**src/design/cmo_pkg.sv**
```systemverilog
// constants and state types for the message object control block
package cmo_pkg;

	// object array geometry
	localparam int NUM_OBJ    = 15;          // message objects provided
	localparam int OBJ_STRIDE = 16;          // each object starts on a 16-byte boundary
	localparam int ADDR_W     = 8;           // byte address width covering all objects
	localparam int DATA_W     = 16;          // register word width
	localparam int IDX_W      = 4;           // object index width
	localparam int OFS_W      = 4;           // byte offset width inside one object
	localparam int NUM_ELEM   = 8;           // control elements per object
	localparam int RX_DATA_W  = 64;          // up to eight payload bytes from the engine
	localparam int DLC_W      = 4;           // data length code width

	// word offsets inside one object
	localparam logic [OFS_W-1:0] OFS_CTRL   = 4'h0;  // object_control_word
	localparam logic [OFS_W-1:0] OFS_ARB_HI = 4'h2;  // object_arbitration_upper
	localparam logic [OFS_W-1:0] OFS_ARB_LO = 4'h4;  // object_arbitration_lower
	localparam logic [OFS_W-1:0] OFS_CFG    = 4'h6;  // object_config_and_byte0
	localparam logic [OFS_W-1:0] OFS_D12    = 4'h8;  // object_bytes_1_2
	localparam logic [OFS_W-1:0] OFS_D34    = 4'hA;  // object_bytes_3_4
	localparam logic [OFS_W-1:0] OFS_D56    = 4'hC;  // object_bytes_5_6
	localparam logic [OFS_W-1:0] OFS_RSVD   = 4'hE;  // object_reserved_tail, reads zero

	// element numbers; element k sits at control word bits 2k+1:2k
	localparam int E_IRQ_PEND  = 0;          // irq_pending
	localparam int E_RX_IE     = 1;          // receive_irq_enable
	localparam int E_TX_IE     = 2;          // transmit_irq_enable
	localparam int E_VALID     = 3;          // object_valid
	localparam int E_FRESH     = 4;          // fresh_data
	localparam int E_LOST_LOCK = 5;          // lost_message (rx) / update_lock (tx)
	localparam int E_TX_REQ    = 6;          // transmit_request
	localparam int E_REMOTE    = 7;          // remote_pending

	// two-bit element codes
	localparam logic [1:0] CODE_RSVD = 2'h0; // reserved, no effect
	localparam logic [1:0] CODE_CLR  = 2'h1; // write clears / read means clear
	localparam logic [1:0] CODE_SET  = 2'h2; // write sets / read means set
	localparam logic [1:0] CODE_KEEP = 2'h3; // write leaves unchanged

	// configuration byte layout (low byte of the config word)
	localparam int CFG_DIR_BIT = 3;          // 1 = transmit object, 0 = receive object
	localparam int CFG_DLC_LSB = 4;          // data length code, bits 7:4

	// last object never transmits
	localparam logic [IDX_W-1:0] LAST_OBJ = 4'hE;

	localparam logic [DATA_W-1:0] ZERO_WORD = 16'h0000;

	// transmit handshake states
	typedef enum logic {CMO_IDLE, CMO_SEND} cmo_tx_state_t;

endpackage : cmo_pkg

```
**src/design/cmo_message_objects.sv**
```systemverilog
// message object store, control elements and transmit selection
`timescale 1ns/1ps
`default_nettype none

module cmo_message_objects (
	input  wire logic                               clk,        // 25 MHz cpu clock
	input  wire logic                               reset,      // asynchronous, active high
	input  wire logic [cmo_pkg::ADDR_W-1:0]         addr,       // byte address, bit 0 ignored
	input  wire logic [cmo_pkg::DATA_W-1:0]         wr_data,    // write word
	input  wire logic                               wr_en,      // one-cycle write strobe
	input  wire logic                               rd_en,      // one-cycle read strobe
	output logic      [cmo_pkg::DATA_W-1:0]         rd_data,    // read word, cycle after rd_en only
	input  wire logic                               rx_store,   // engine stores an accepted data frame
	input  wire logic                               rx_remote,  // engine received a remote request
	input  wire logic [cmo_pkg::IDX_W-1:0]          rx_index,   // object addressed by rx_store/rx_remote
	input  wire logic [cmo_pkg::RX_DATA_W-1:0]      rx_data,    // payload, byte 0 in bits 7:0
	input  wire logic [cmo_pkg::DLC_W-1:0]          rx_dlc,     // received length code
	input  wire logic                               tx_start,   // engine takes the offered object
	input  wire logic                               tx_done,    // offered frame sent successfully
	input  wire logic                               tx_abort,   // send ended without success
	output logic                                    tx_pending, // an object is offered
	output logic      [cmo_pkg::IDX_W-1:0]          tx_index,   // offered object number
	output logic                                    tx_remote,  // offered frame is a remote frame
	output logic                                    tx_busy     // a send is in progress
);

	////////////////////////////////////////////////////////////////////////////////
	// state
	////////////////////////////////////////////////////////////////////////////////

	// handshake and bus state, cleared by reset
	typedef struct packed {
		cmo_pkg::cmo_tx_state_t              tx_state;     // idle or sending
		logic [cmo_pkg::IDX_W-1:0]           act_idx;      // object being sent
		logic                                fresh_during; // fresh_data set while sending
		logic [cmo_pkg::DATA_W-1:0]          rd_data;      // registered read word
		logic                                tx_pending;   // offer valid
		logic [cmo_pkg::IDX_W-1:0]           tx_index;     // offered object
		logic                                tx_remote;    // offered frame kind
	} cmo_ctl_t;

	// object storage; deliberately not reset so control elements survive reset
	typedef struct packed {
		logic [cmo_pkg::NUM_OBJ-1:0][cmo_pkg::NUM_ELEM-1:0] el;     // control elements
		logic [cmo_pkg::NUM_OBJ-1:0][cmo_pkg::DATA_W-1:0]   arb_hi; // arbitration upper
		logic [cmo_pkg::NUM_OBJ-1:0][cmo_pkg::DATA_W-1:0]   arb_lo; // arbitration lower
		logic [cmo_pkg::NUM_OBJ-1:0][cmo_pkg::DATA_W-1:0]   cfg;    // config + byte 0
		logic [cmo_pkg::NUM_OBJ-1:0][cmo_pkg::DATA_W-1:0]   d12;    // bytes 1,2
		logic [cmo_pkg::NUM_OBJ-1:0][cmo_pkg::DATA_W-1:0]   d34;    // bytes 3,4
		logic [cmo_pkg::NUM_OBJ-1:0][cmo_pkg::DATA_W-1:0]   d56;    // bytes 5,6
	} cmo_mem_t;

	cmo_ctl_t                            ctl;       // registered control state
	cmo_ctl_t                            next_ctl;  // its next value
	cmo_mem_t                            mem;       // registered object store
	cmo_mem_t                            next_mem;  // its next value
	logic [cmo_pkg::NUM_OBJ-1:0]         elig;      // objects allowed to transmit now
	logic [cmo_pkg::NUM_OBJ-1:0]         rx_hit;    // data frame stored into object
	logic [cmo_pkg::NUM_OBJ-1:0]         rem_hit;   // remote request hits object
	logic [cmo_pkg::NUM_OBJ-1:0]         done_hit;  // object finished sending
	logic [cmo_pkg::NUM_OBJ-1:0]         low_mask;  // objects numbered below tx_index
	logic [cmo_pkg::IDX_W-1:0]           w_idx;     // object selected by addr
	logic [cmo_pkg::OFS_W-1:0]           w_ofs;     // word offset inside the object
	logic                                w_hit;     // addr falls on an existing object

	////////////////////////////////////////////////////////////////////////////////
	// address decode
	////////////////////////////////////////////////////////////////////////////////

	// objects sit on 16-byte boundaries; index 15 has no object and is unmapped
	assign w_idx = addr[cmo_pkg::ADDR_W-1:cmo_pkg::OFS_W];
	assign w_ofs = {addr[cmo_pkg::OFS_W-1:1], 1'b0};
	assign w_hit = (w_idx < cmo_pkg::IDX_W'(cmo_pkg::NUM_OBJ));

	////////////////////////////////////////////////////////////////////////////////
	// next state
	////////////////////////////////////////////////////////////////////////////////

	// one pass: element updates, data stores, read mux, transmit selection
	always_comb
	begin
		logic                          b;        // element being updated
		logic                          hw_set;   // controller sets the element
		logic                          hw_clr;   // controller clears the element
		logic                          cpu_ctl;  // cpu writes this object's control word
		logic [1:0]                    code;     // two-bit code written by the cpu
		logic                          dir;      // object is a transmit object
		logic [cmo_pkg::IDX_W-1:0]     pick;     // lowest eligible object
		logic [cmo_pkg::DATA_W-1:0]    rd_val;   // word addressed by a read
		b       = 1'b0;
		hw_set  = 1'b0;
		hw_clr  = 1'b0;
		cpu_ctl = 1'b0;
		code    = cmo_pkg::CODE_KEEP;
		dir     = 1'b0;
		pick    = cmo_pkg::LAST_OBJ;
		rd_val  = cmo_pkg::ZERO_WORD;
		next_ctl = ctl;
		next_mem = mem;

		// controller events per object; invalid objects see no receive or remote events, but done_hit ignores object_valid
		for (int o = 0; o < cmo_pkg::NUM_OBJ; o++)
		begin
			dir         = mem.cfg[o][cmo_pkg::CFG_DIR_BIT];
			rx_hit[o]   = rx_store && (rx_index == cmo_pkg::IDX_W'(o))
			              && mem.el[o][cmo_pkg::E_VALID];
			rem_hit[o]  = rx_remote && (rx_index == cmo_pkg::IDX_W'(o))
			              && mem.el[o][cmo_pkg::E_VALID] && dir;
			done_hit[o] = tx_done && (ctl.tx_state == cmo_pkg::CMO_SEND)
			              && (ctl.act_idx == cmo_pkg::IDX_W'(o));
			// update_lock holds back data and remote replies alike
			elig[o]     = mem.el[o][cmo_pkg::E_VALID] && mem.el[o][cmo_pkg::E_TX_REQ]
			              && !(dir && mem.el[o][cmo_pkg::E_LOST_LOCK])
			              && (cmo_pkg::IDX_W'(o) != cmo_pkg::LAST_OBJ);
			low_mask[o] = (cmo_pkg::IDX_W'(o) < ctl.tx_index);
		end

		// element update: controller clear, then cpu code, then controller set,
		// so a hardware event landing on a cpu clear is never lost
		for (int o = 0; o < cmo_pkg::NUM_OBJ; o++)
		begin
			cpu_ctl = wr_en && w_hit && (w_idx == cmo_pkg::IDX_W'(o)) && (w_ofs == cmo_pkg::OFS_CTRL);
			for (int e = 0; e < cmo_pkg::NUM_ELEM; e++)
			begin
				b      = mem.el[o][e];
				hw_set = 1'b0;
				hw_clr = 1'b0;
				case (e)
					cmo_pkg::E_IRQ_PEND:
						hw_set = (rx_hit[o] && mem.el[o][cmo_pkg::E_RX_IE])
						      || (done_hit[o] && mem.el[o][cmo_pkg::E_TX_IE]);
					cmo_pkg::E_FRESH:
						hw_set = rx_hit[o];
					cmo_pkg::E_LOST_LOCK:
						hw_set = rx_hit[o] && mem.el[o][cmo_pkg::E_FRESH];
					cmo_pkg::E_TX_REQ, cmo_pkg::E_REMOTE:
					begin
						hw_set = rem_hit[o];
						// a fresh_data set during the send keeps the request
						hw_clr = done_hit[o] && !ctl.fresh_during;
					end
					default:
						hw_set = 1'b0;
				endcase
				b = b & ~hw_clr;
				if (cpu_ctl)
				begin
					code = wr_data[2*e +: 2];
					case (code)
						cmo_pkg::CODE_CLR:  b = 1'b0;
						cmo_pkg::CODE_SET:  b = 1'b1;
						default:            b = b;
					endcase
				end
				b = b | hw_set;
				// last object can hold no transmit state at all
				if ((cmo_pkg::IDX_W'(o) == cmo_pkg::LAST_OBJ) && ((e == cmo_pkg::E_TX_IE)
				    || (e == cmo_pkg::E_TX_REQ) || (e == cmo_pkg::E_REMOTE)))
				begin
					b = 1'b0;
				end
				next_mem.el[o][e] = b;
			end
		end

		// cpu writes to the non-control words; the reserved tail is dropped
		if (wr_en && w_hit)
		begin
			case (w_ofs)
				cmo_pkg::OFS_ARB_HI: next_mem.arb_hi[w_idx] = wr_data;
				cmo_pkg::OFS_ARB_LO: next_mem.arb_lo[w_idx] = wr_data;
				cmo_pkg::OFS_CFG:    next_mem.cfg[w_idx]    = wr_data;
				cmo_pkg::OFS_D12:    next_mem.d12[w_idx]    = wr_data;
				cmo_pkg::OFS_D34:    next_mem.d34[w_idx]    = wr_data;
				cmo_pkg::OFS_D56:    next_mem.d56[w_idx]    = wr_data;
				default:             next_mem.d56[w_idx]    = next_mem.d56[w_idx];
			endcase
		end

		// received payload wins over a same-cycle cpu write; all seven bytes are
		// copied whatever the length, so bytes past the length hold leftovers
		for (int o = 0; o < cmo_pkg::NUM_OBJ; o++)
		begin
			if (rx_hit[o])
			begin
				next_mem.cfg[o][15:8] = rx_data[7:0];
				next_mem.cfg[o][cmo_pkg::CFG_DLC_LSB +: cmo_pkg::DLC_W] = rx_dlc;
				next_mem.d12[o] = rx_data[23:8];
				next_mem.d34[o] = rx_data[39:24];
				next_mem.d56[o] = rx_data[55:40];
			end
		end

		// read mux: each element reads back as 01 or 10
		if (w_hit)
		begin
			case (w_ofs)
				cmo_pkg::OFS_CTRL:
					for (int e = 0; e < cmo_pkg::NUM_ELEM; e++)
					begin
						rd_val[2*e +: 2] = mem.el[w_idx][e] ? cmo_pkg::CODE_SET : cmo_pkg::CODE_CLR;
					end
				cmo_pkg::OFS_ARB_HI: rd_val = mem.arb_hi[w_idx];
				cmo_pkg::OFS_ARB_LO: rd_val = mem.arb_lo[w_idx];
				cmo_pkg::OFS_CFG:    rd_val = mem.cfg[w_idx];
				cmo_pkg::OFS_D12:    rd_val = mem.d12[w_idx];
				cmo_pkg::OFS_D34:    rd_val = mem.d34[w_idx];
				cmo_pkg::OFS_D56:    rd_val = mem.d56[w_idx];
				default:             rd_val = cmo_pkg::ZERO_WORD;
			endcase
		end
		next_ctl.rd_data = rd_en ? rd_val : cmo_pkg::ZERO_WORD;

		// lowest number wins: scan downward so the last hit is the smallest
		for (int o = cmo_pkg::NUM_OBJ - 1; o >= 0; o--)
		begin
			if (elig[o])
			begin
				pick = cmo_pkg::IDX_W'(o);
			end
		end

		// transmit handshake
		case (ctl.tx_state)
			cmo_pkg::CMO_IDLE:
			begin
				if (tx_start && ctl.tx_pending)
				begin
					next_ctl.tx_state     = cmo_pkg::CMO_SEND;
					next_ctl.act_idx      = ctl.tx_index;
					next_ctl.fresh_during = 1'b0;
					next_ctl.tx_pending   = 1'b0;
				end
				else
				begin
					next_ctl.tx_pending = |elig;
					next_ctl.tx_index   = pick;
					// a request on a receive object asks for the data instead
					next_ctl.tx_remote  = !mem.cfg[pick][cmo_pkg::CFG_DIR_BIT];
				end
			end
			cmo_pkg::CMO_SEND:
			begin
				next_ctl.tx_pending = 1'b0;
				// watch for new data arriving from either side during the send
				if ((wr_en && w_hit && (w_idx == ctl.act_idx) && (w_ofs == cmo_pkg::OFS_CTRL)
				     && (wr_data[2*cmo_pkg::E_FRESH +: 2] == cmo_pkg::CODE_SET)) || rx_hit[ctl.act_idx])
				begin
					next_ctl.fresh_during = 1'b1;
				end
				if (tx_done || tx_abort)
				begin
					next_ctl.tx_state = cmo_pkg::CMO_IDLE;
				end
			end
			default:
				next_ctl.tx_state = cmo_pkg::CMO_IDLE;
		endcase
	end

	////////////////////////////////////////////////////////////////////////////////
	// registers
	////////////////////////////////////////////////////////////////////////////////

	// control state takes constants under reset
	always_ff @(posedge clk or posedge reset)
	begin
		if (reset)
		begin
			ctl <= '0;
		end
		else
		begin
			ctl <= next_ctl;
		end
	end

	// object store has no reset term, so reset cannot disturb it
	always_ff @(posedge clk)
	begin
		mem <= next_mem;
	end

	assign rd_data    = ctl.rd_data;
	assign tx_pending = ctl.tx_pending;
	assign tx_index   = ctl.tx_index;
	assign tx_remote  = ctl.tx_remote;
	assign tx_busy    = (ctl.tx_state == cmo_pkg::CMO_SEND);

	////////////////////////////////////////////////////////////////////////////////
	// checks
	////////////////////////////////////////////////////////////////////////////////

	// the object store is unknown until software writes it; an unknown antecedent
	// leaves a check idle, so these only bite on objects that have been set up

	a_lowest_first: assert property (@(posedge clk) disable iff (reset)
		tx_pending |-> (($past(elig) & low_mask) == '0))
		else $error("a lower numbered object was passed over");

	a_last_never_tx: assert property (@(posedge clk) disable iff (reset)
		tx_pending |-> (tx_index != cmo_pkg::LAST_OBJ))
		else $error("last object offered for transmission");

	a_rx_fresh_irq: assert property (@(posedge clk) disable iff (reset)
		(rx_store && (rx_index < cmo_pkg::LAST_OBJ + 4'h1) && mem.el[rx_index][cmo_pkg::E_VALID]
		 && mem.el[rx_index][cmo_pkg::E_RX_IE])
		|=> (mem.el[$past(rx_index)][cmo_pkg::E_FRESH] && mem.el[$past(rx_index)][cmo_pkg::E_IRQ_PEND]))
		else $error("stored frame did not raise fresh_data and irq_pending");

	a_rx_lost_msg: assert property (@(posedge clk) disable iff (reset)
		(rx_store && (rx_index < cmo_pkg::LAST_OBJ + 4'h1) && mem.el[rx_index][cmo_pkg::E_VALID]
		 && mem.el[rx_index][cmo_pkg::E_FRESH])
		|=> mem.el[$past(rx_index)][cmo_pkg::E_LOST_LOCK])
		else $error("overwrite of unread data not flagged");

	a_invalid_quiet: assert property (@(posedge clk) disable iff (reset)
		(rx_store && !wr_en && !tx_busy && (rx_index < cmo_pkg::LAST_OBJ + 4'h1)
		 && !mem.el[rx_index][cmo_pkg::E_VALID])
		|=> (mem.el[$past(rx_index)] == $past(mem.el[rx_index])))
		else $error("invalid object changed by reception");

	a_remote_request: assert property (@(posedge clk) disable iff (reset)
		(rx_remote && (rx_index < cmo_pkg::LAST_OBJ) && mem.el[rx_index][cmo_pkg::E_VALID]
		 && mem.cfg[rx_index][cmo_pkg::CFG_DIR_BIT])
		|=> (mem.el[$past(rx_index)][cmo_pkg::E_TX_REQ] && mem.el[$past(rx_index)][cmo_pkg::E_REMOTE]))
		else $error("remote request did not set request and remote_pending");

	a_done_clears: assert property (@(posedge clk) disable iff (reset)
		(tx_done && tx_busy && !ctl.fresh_during && !wr_en && !rx_remote)
		|=> !mem.el[$past(ctl.act_idx)][cmo_pkg::E_TX_REQ] && !mem.el[$past(ctl.act_idx)][cmo_pkg::E_REMOTE])
		else $error("successful send left the request standing");

	a_fresh_keeps_req: assert property (@(posedge clk) disable iff (reset)
		(tx_done && tx_busy && ctl.fresh_during && !wr_en && mem.el[ctl.act_idx][cmo_pkg::E_TX_REQ])
		|=> mem.el[$past(ctl.act_idx)][cmo_pkg::E_TX_REQ])
		else $error("request dropped although data was renewed");

	// a send that ends without success must leave the request for a retry
	a_abort_keeps: assert property (@(posedge clk) disable iff (reset)
		(tx_abort && tx_busy && !wr_en && mem.el[ctl.act_idx][cmo_pkg::E_TX_REQ])
		|=> mem.el[$past(ctl.act_idx)][cmo_pkg::E_TX_REQ])
		else $error("failed send dropped the request");

	// follows whichever object the engine last addressed
	a_irq_sticky: assert property (@(posedge clk) disable iff (reset)
		((rx_index < cmo_pkg::LAST_OBJ + 4'h1) && mem.el[rx_index][cmo_pkg::E_IRQ_PEND] && !wr_en)
		|=> mem.el[$past(rx_index)][cmo_pkg::E_IRQ_PEND])
		else $error("irq_pending dropped without a cpu clear");

	a_read_slot: assert property (@(posedge clk) disable iff (reset)
		!$past(rd_en) |-> (rd_data == cmo_pkg::ZERO_WORD))
		else $error("read data outside its slot");

endmodule : cmo_message_objects

`default_nettype wire

```
**config.mk**
```make
export PLATFORM = sky130hd
export DESIGN_NAME = cmo_message_objects
export DESIGN_NICKNAME = d
export VERILOG_FILES = /design/src/design/cmo_pkg.sv /design/src/design/cmo_message_objects.sv
export SDC_FILE = /design/constraint.sdc
export NUM_CORES = 2
export LEC_CHECK = 0
export BUFFER_PORTS_ARGS = -buffer_cell sky130_fd_sc_hd__buf_2
export CORE_ASPECT_RATIO = 0.6
export CORE_MARGIN = 2
export CORE_UTILIZATION = 35
export DETAILED_ROUTE_END_ITERATION = 12
export PLACE_DENSITY = 0.51
export SKIP_LAST_GASP = 1
export SYNTH_ARGS = -nofsm -noshare
export SYNTH_HDL_FRONTEND = slang
export SYNTH_SLANG_ARGS = --single-unit
```
**constraint.sdc**
```tcl
create_clock -name clk -period 2.8 [get_ports clk]
set_input_delay 0 -clock clk [delete_from_list [all_inputs] [get_ports clk]]
set_output_delay 0 -clock clk [all_outputs]
set_load 0.01 [all_outputs]
```
### After elaboration in Yosys (flattened, before gate mapping)

Index checks and enable logic that the tools add are counted.

| storage, ports and cells | value |
|---|---|
| bits of input ports | 105 |
| word-level logic and storage cells | 1081 |
| output and inout bits | 23 |
| flip-flop bits (word level) | 1585 |

| cells by class | value |
|---|---|
| equal/unequal tests | 81 |
| order comparisons | 5 |
| reductions and logical operators | 434 |
| bitwise logic cells | 117 |
| multiplexer cells | 273 |

Operators with widths:

| operator | number |
|---|---|
| bitwise mux 240 bit | 7 |
| 2-to-1 mux 960 bit | 1 |
| 2-to-1 mux 16 bit | 54 |
| 2-to-1 mux 240 bit | 3 |
| one-hot mux 240 bit (2 select lines) | 1 |
| binary-select mux 16 bit (select 4 bit) | 7 |
| logical AND 1 bit | 223 |
| AND reduction 2 bit | 110 |
| 2-to-1 mux 12 bit | 15 |
| one-hot mux 1 bit (2 select lines) | 79 |
| nonzero test 2 bit | 63 |
| one-hot mux 16 bit (7 select lines) | 1 |
| == test 4 bit (second input constant) | 20 |
| 2-to-1 mux 1 bit | 77 |
| OR 1 bit | 73 |
| demux 16 bit (select 4 bit) | 1 |
| 2-to-1 mux 4 bit | 14 |
| == test 4 x 3 -> 1 bit (second input constant) | 12 |
| binary-select mux 8 bit (select 4 bit) | 1 |
| != test 2 x 1 -> 1 bit (second input constant) | 16 |
| bitwise AND 1 bit | 28 |
| == test 4 x 2 -> 1 bit (second input constant) | 6 |
| 2-to-1 mux 2 bit | 9 |
| == test 2 x 1 -> 1 bit (second input constant) | 8 |
| other kinds (19) | 81 |

### Longest topological paths before layout

| depth | value |
|---|---|
| depth after elaboration | 20 |
| depth in mapped cells | 13 |
| mapped depth without buffers | 8 |

### Least setup slack after synthesis

No wires, ideal clock.

| path | value |
|---|---|
| kind | input to register |
| start | in addr[4] (netlist bit) |
| end | reg mem[672] (netlist bit), enable pin |
| stages on the path | 8 |
| arrival | 2.494 ns |
| setup time | 0.411 ns |
| buffers on the path | 4 |
| path slack | -0.105 ns |
| data required time | 2.389 ns |
| path through | buf_6 -> buf_4 -> buf_4 -> nand2b_1 -> nor2_1 -> nand2_1 -> clkbuf_1 -> o21ai_0 |

| between the ends | value |
|---|---|
| longest elaborated chain between the ends | 4 |

RTL lines:

| item | RTL line | RTL |
|---|---|---|
| start, declared | cmo_message_objects.sv:8 | `input wire logic [cmo_pkg::ADDR_W-1:0] addr,` |
| < comparator 4 bit | cmo_message_objects.sv:73 | `assign w_hit = (w_idx < cmo_pkg::IDX_W'(cmo_pkg::NUM_OBJ));` |
| logical AND 1 bit | cmo_message_objects.sv:167 | `if (wr_en && w_hit)` |
| nonzero test 2 bit (no line) | - |  |
| AND reduction 2 bit (no line) | - |  |
| end signal, assigned | cmo_message_objects.sv:281 | `mem <= next_mem;` |
| end, declared | cmo_message_objects.sv:55 | `cmo_mem_t mem;` |

Every way passes these cells.
A chain may end at the register's enable or synchronous reset.

==> results.cfg <==
[run_status]
run_status = finished, violations left
violations = negative setup slack

[timing]
fin_crit_sh_pct = 103
slew_headroom_pct = 2.59
hold_ws_ps = 84.7
hold_viol_final = 0
min_period_ps = 2890
tns_ps = -342
tightestPinTransition_ps = 1450
finalWorstSetupSlack_ps = -91.2
finClkSkew_ps = 93.2
slew_violations = 0
grt_setup_unrepaired = false
max_clock_freq_mhz = 346
setup_viol = 10

[cts]
clk_pin_slew_ps = 70
clk_path_buf_depth = 4
clock_latency_ps = 860
numClockSinks = 1585
htree_num_levels = 4
root_buffer = clkbuf_16
post-cts-setup-buffer-count = 0
cts_tree = yes
cts_buffers = 162

[power_and_ir_drop]
p_leak_uw = 0.0327
total_power_uw = 56200
vdd_drop_max_mv = 0.466
powerDensity_nw_per_um2 = 622

[detailed_routing]
drt.antenna.violating_nets = 0
dr.pass1.iters = 8
viasPerCell = 6.48
dr.first_iter.drc_count = 12100
drcViolationCount = 0
wl_mm = 370
vias = 58600
routedWlPerCell_um = 40.9

[critical_path]
end_kind = register
startpoint_type = register
critPathArrivalTime_ps = 3540
worstReg2RegStart = mem[1531]
worstReg2RegEnd = mem[182]
required_ps = 3450
crit_type = register to register
crit_end = mem[182]
cp_max_fo = 9
r2r_cells = 5
r2r_setup_slack_ps = -90
startpoint = mem[1531]

[global_route]
track_usage_pct = 33.5
grt_pass1_vias = 53000
grt_antenna_before_repair = 25
grt_overflow = 0
grt_pass1_wl_mm = 487
grt_max_degree = 67

[cells_and_area]
fin_util_pct = 43.0
drive_gt1_share_pct = 26.8
syn2layout_area_growth_pct = 21.7
nets = 6186

[placed_design]
hpwl_mm = 262
numPortBuffers = 118
place.gp.congestion = 1.05

[floorplanning]
start_util_pct = 35.3
pin_count = 128
core_area_um2 = 210000
rows = 130
die_y_um = 361
dieArea_um2 = 216000
fp.dieW_um = 599

[synth]
yosys.cell_types.count = 64
syn_nets = 5578
yosysWarnings = 0
synth_edf_count = 1484
synthArstFlopShare_pct = 1.77
ys.flop_type = edfxtp_1
synth_area_um2 = 74200
synth_area_per_cell_um2 = 13.6
synthCells = 5465
ys_seq_area_share_pct = 62.9
synth-seq-cells = 1585

[min_path]
hold_path_class = primary input to register

[flow_run]
drv_cap = 0
-- repair_timing --
item                                     CTS  global route
endpoints found under the hold margin   1190             0
resized for setup                          0             1
endpoints found under the setup margin     0             1
hold buffers                             100             0
-- kinds of logic (layout without fill, tap and decap cells) --
| family | count (synthesis) | in the layout | synth area share (%) |
|---|---|---|---|
| and+or+nand+nor | 1428 | 1428 | 8.09 |
| other | 0 | 19 | 0 |
| DFF | 1585 | 1585 | 62.9 |
| xor gates and xnor gates | 4 | 4 | 0.0472 |
| adders and majority gates | 8 | 8 | 0.135 |
| muxes | 549 | 549 | 14.3 |
| buffers and inverters | 587 | 1316 | 3.51 |
| AOI/OAI and AO/OA | 1304 | 1304 | 11.0 |
-- through the flow --
| step | instance area [µm²] | setup WS [ps] | std cells |
|---|---|---|---|
| 2_1_floorplan | 74200 | -105 | 5465 |
| 3_3_place_gp | 84000 | -393 | 8647 |
| 3_5_place_dp | 84000 | -249 | 8647 |
| 4_1_cts | 90300 | 139 | 9032 |
| 5_1_grt | 90300 | 49.1 | 9035 |
| 6_report | 90300 | -91.2 | 9051 |
-- cells in the mapped netlist (all sizes together), types with 2 or more instances --
library cell	instances	area, µm²
edfxtp	1484	44600
nand2	877	3290
o21ai	814	4070
mux4	409	9210
clkbuf	376	1410
nor2	229	870
a32o	192	1920
buf	164	1020
nand3	131	656
mux2i	127	1270
a21oi	78	390
dfxtp	73	1460
a22o	72	631
inv	47	176
nand2b	44	275
nor3	43	225
o31ai	33	248
nand4	29	181
dfrtp	28	701
o22ai	26	163
a21o	18	135
nor2b	17	106
a22oi	15	113
and2	15	93.8
and3	15	93.8
a32oi	14	123
mux2	13	146
o211ai	11	82.6
ha	8	100
a211oi	7	52.6
or2	7	43.8
or3	6	37.5
and4	5	43.8
a221oi	4	35.0
a31oi	4	25.0
o21a	4	30.0
a222oi	3	30.0
nand3b	3	22.5
xnor2	3	26.3
a311oi	2	17.5
and3b	2	17.5
nor4	2	18.8
-- how the worst min path moves through the flow --
stage | start | to | slack, ps | cells after the start
floorplan | reset | ctl[22] | 70 | 1
global placement | reset | ctl[22] | -110 | 2
detailed placement | reset | ctl[22] | -110 | 2
CTS | rx_data[30] | mem[326] | 4 | 3
global route | addr[5] | mem[822] | 70 | 4
finish | addr[5] | mem[822] | 80 | 4
-- sequential cells by signal (all words and copies together) (netlist names) --
register,count
mem,1557
rd_data,16
ctl,5
tx_index,4
tx_busy,1
tx_pending,1
tx_remote,1
-- critical path, cell delays in order, from the launching register on --
cell      delay [ps]
edfxtp_1         560
and3_2           370
nor3_4           960
nand2_1          460
nand2_1          180
a32o_1           200
-- per-layer routing --
layer / up-vias / share of wire, % / wire [µm] / global-route usage [%]
met3: 599 / 21 / 76300 / 22.5
met5: - / 0.40 / 1500 / 4.37
met2: 5470 / 35 / 130000 / 38.9
met1: 30100 / 41 / 152000 / 48.4
met4: 36 / 2.9 / 10800 / 8.23
li1: 22400 / - / - / -
-- where the power goes --
part           switching (µW)  internal, µW  total [µW]
Combinational            4360          2430        6790
Sequential                557         26400       26900
Clock                    9870         12600       22500
Total                   14800         41400       56200
-- cells in the final DEF, fill, tap and decap left out, drive strengths merged, types with 14 or more instances in the layout --
master,netlist,final
a21o,18,18
nand3,131,131
a21oi,78,78
o22ai,26,26
nor3,43,43
nor2b,17,17
mux2i,127,127
inv,47,51
and3,15,15
o31ai,33,33
edfxtp,1484,1484
nor2,229,229
dfrtp,28,28
clkinv,0,56
mux4,409,409
nand2,877,877
nand2b,44,44
dfxtp,73,73
nand4,29,29
a22o,72,72
clkbuf,376,199
bufinv,0,19
and2,15,15
a32o,192,192
diode,0,19
a32oi,14,14
dlygate4sd3,0,100
a22oi,15,15
buf,164,884
o21ai,814,814
-- cell type report --
cell class,instances,area [µm²]
Clock inverter,86,936
Antenna cell,19,47.5
Fill cell,19200,120000
Tap cell,2838,3550
Clock buffer,199,4270
Sequential cell,1585,46700
Inverter,47,176
Multi-Input combinational cell,3293,25300
Timing Repair Buffer,984,9310
No activity file was read; power rests on OpenSTA's default activity.
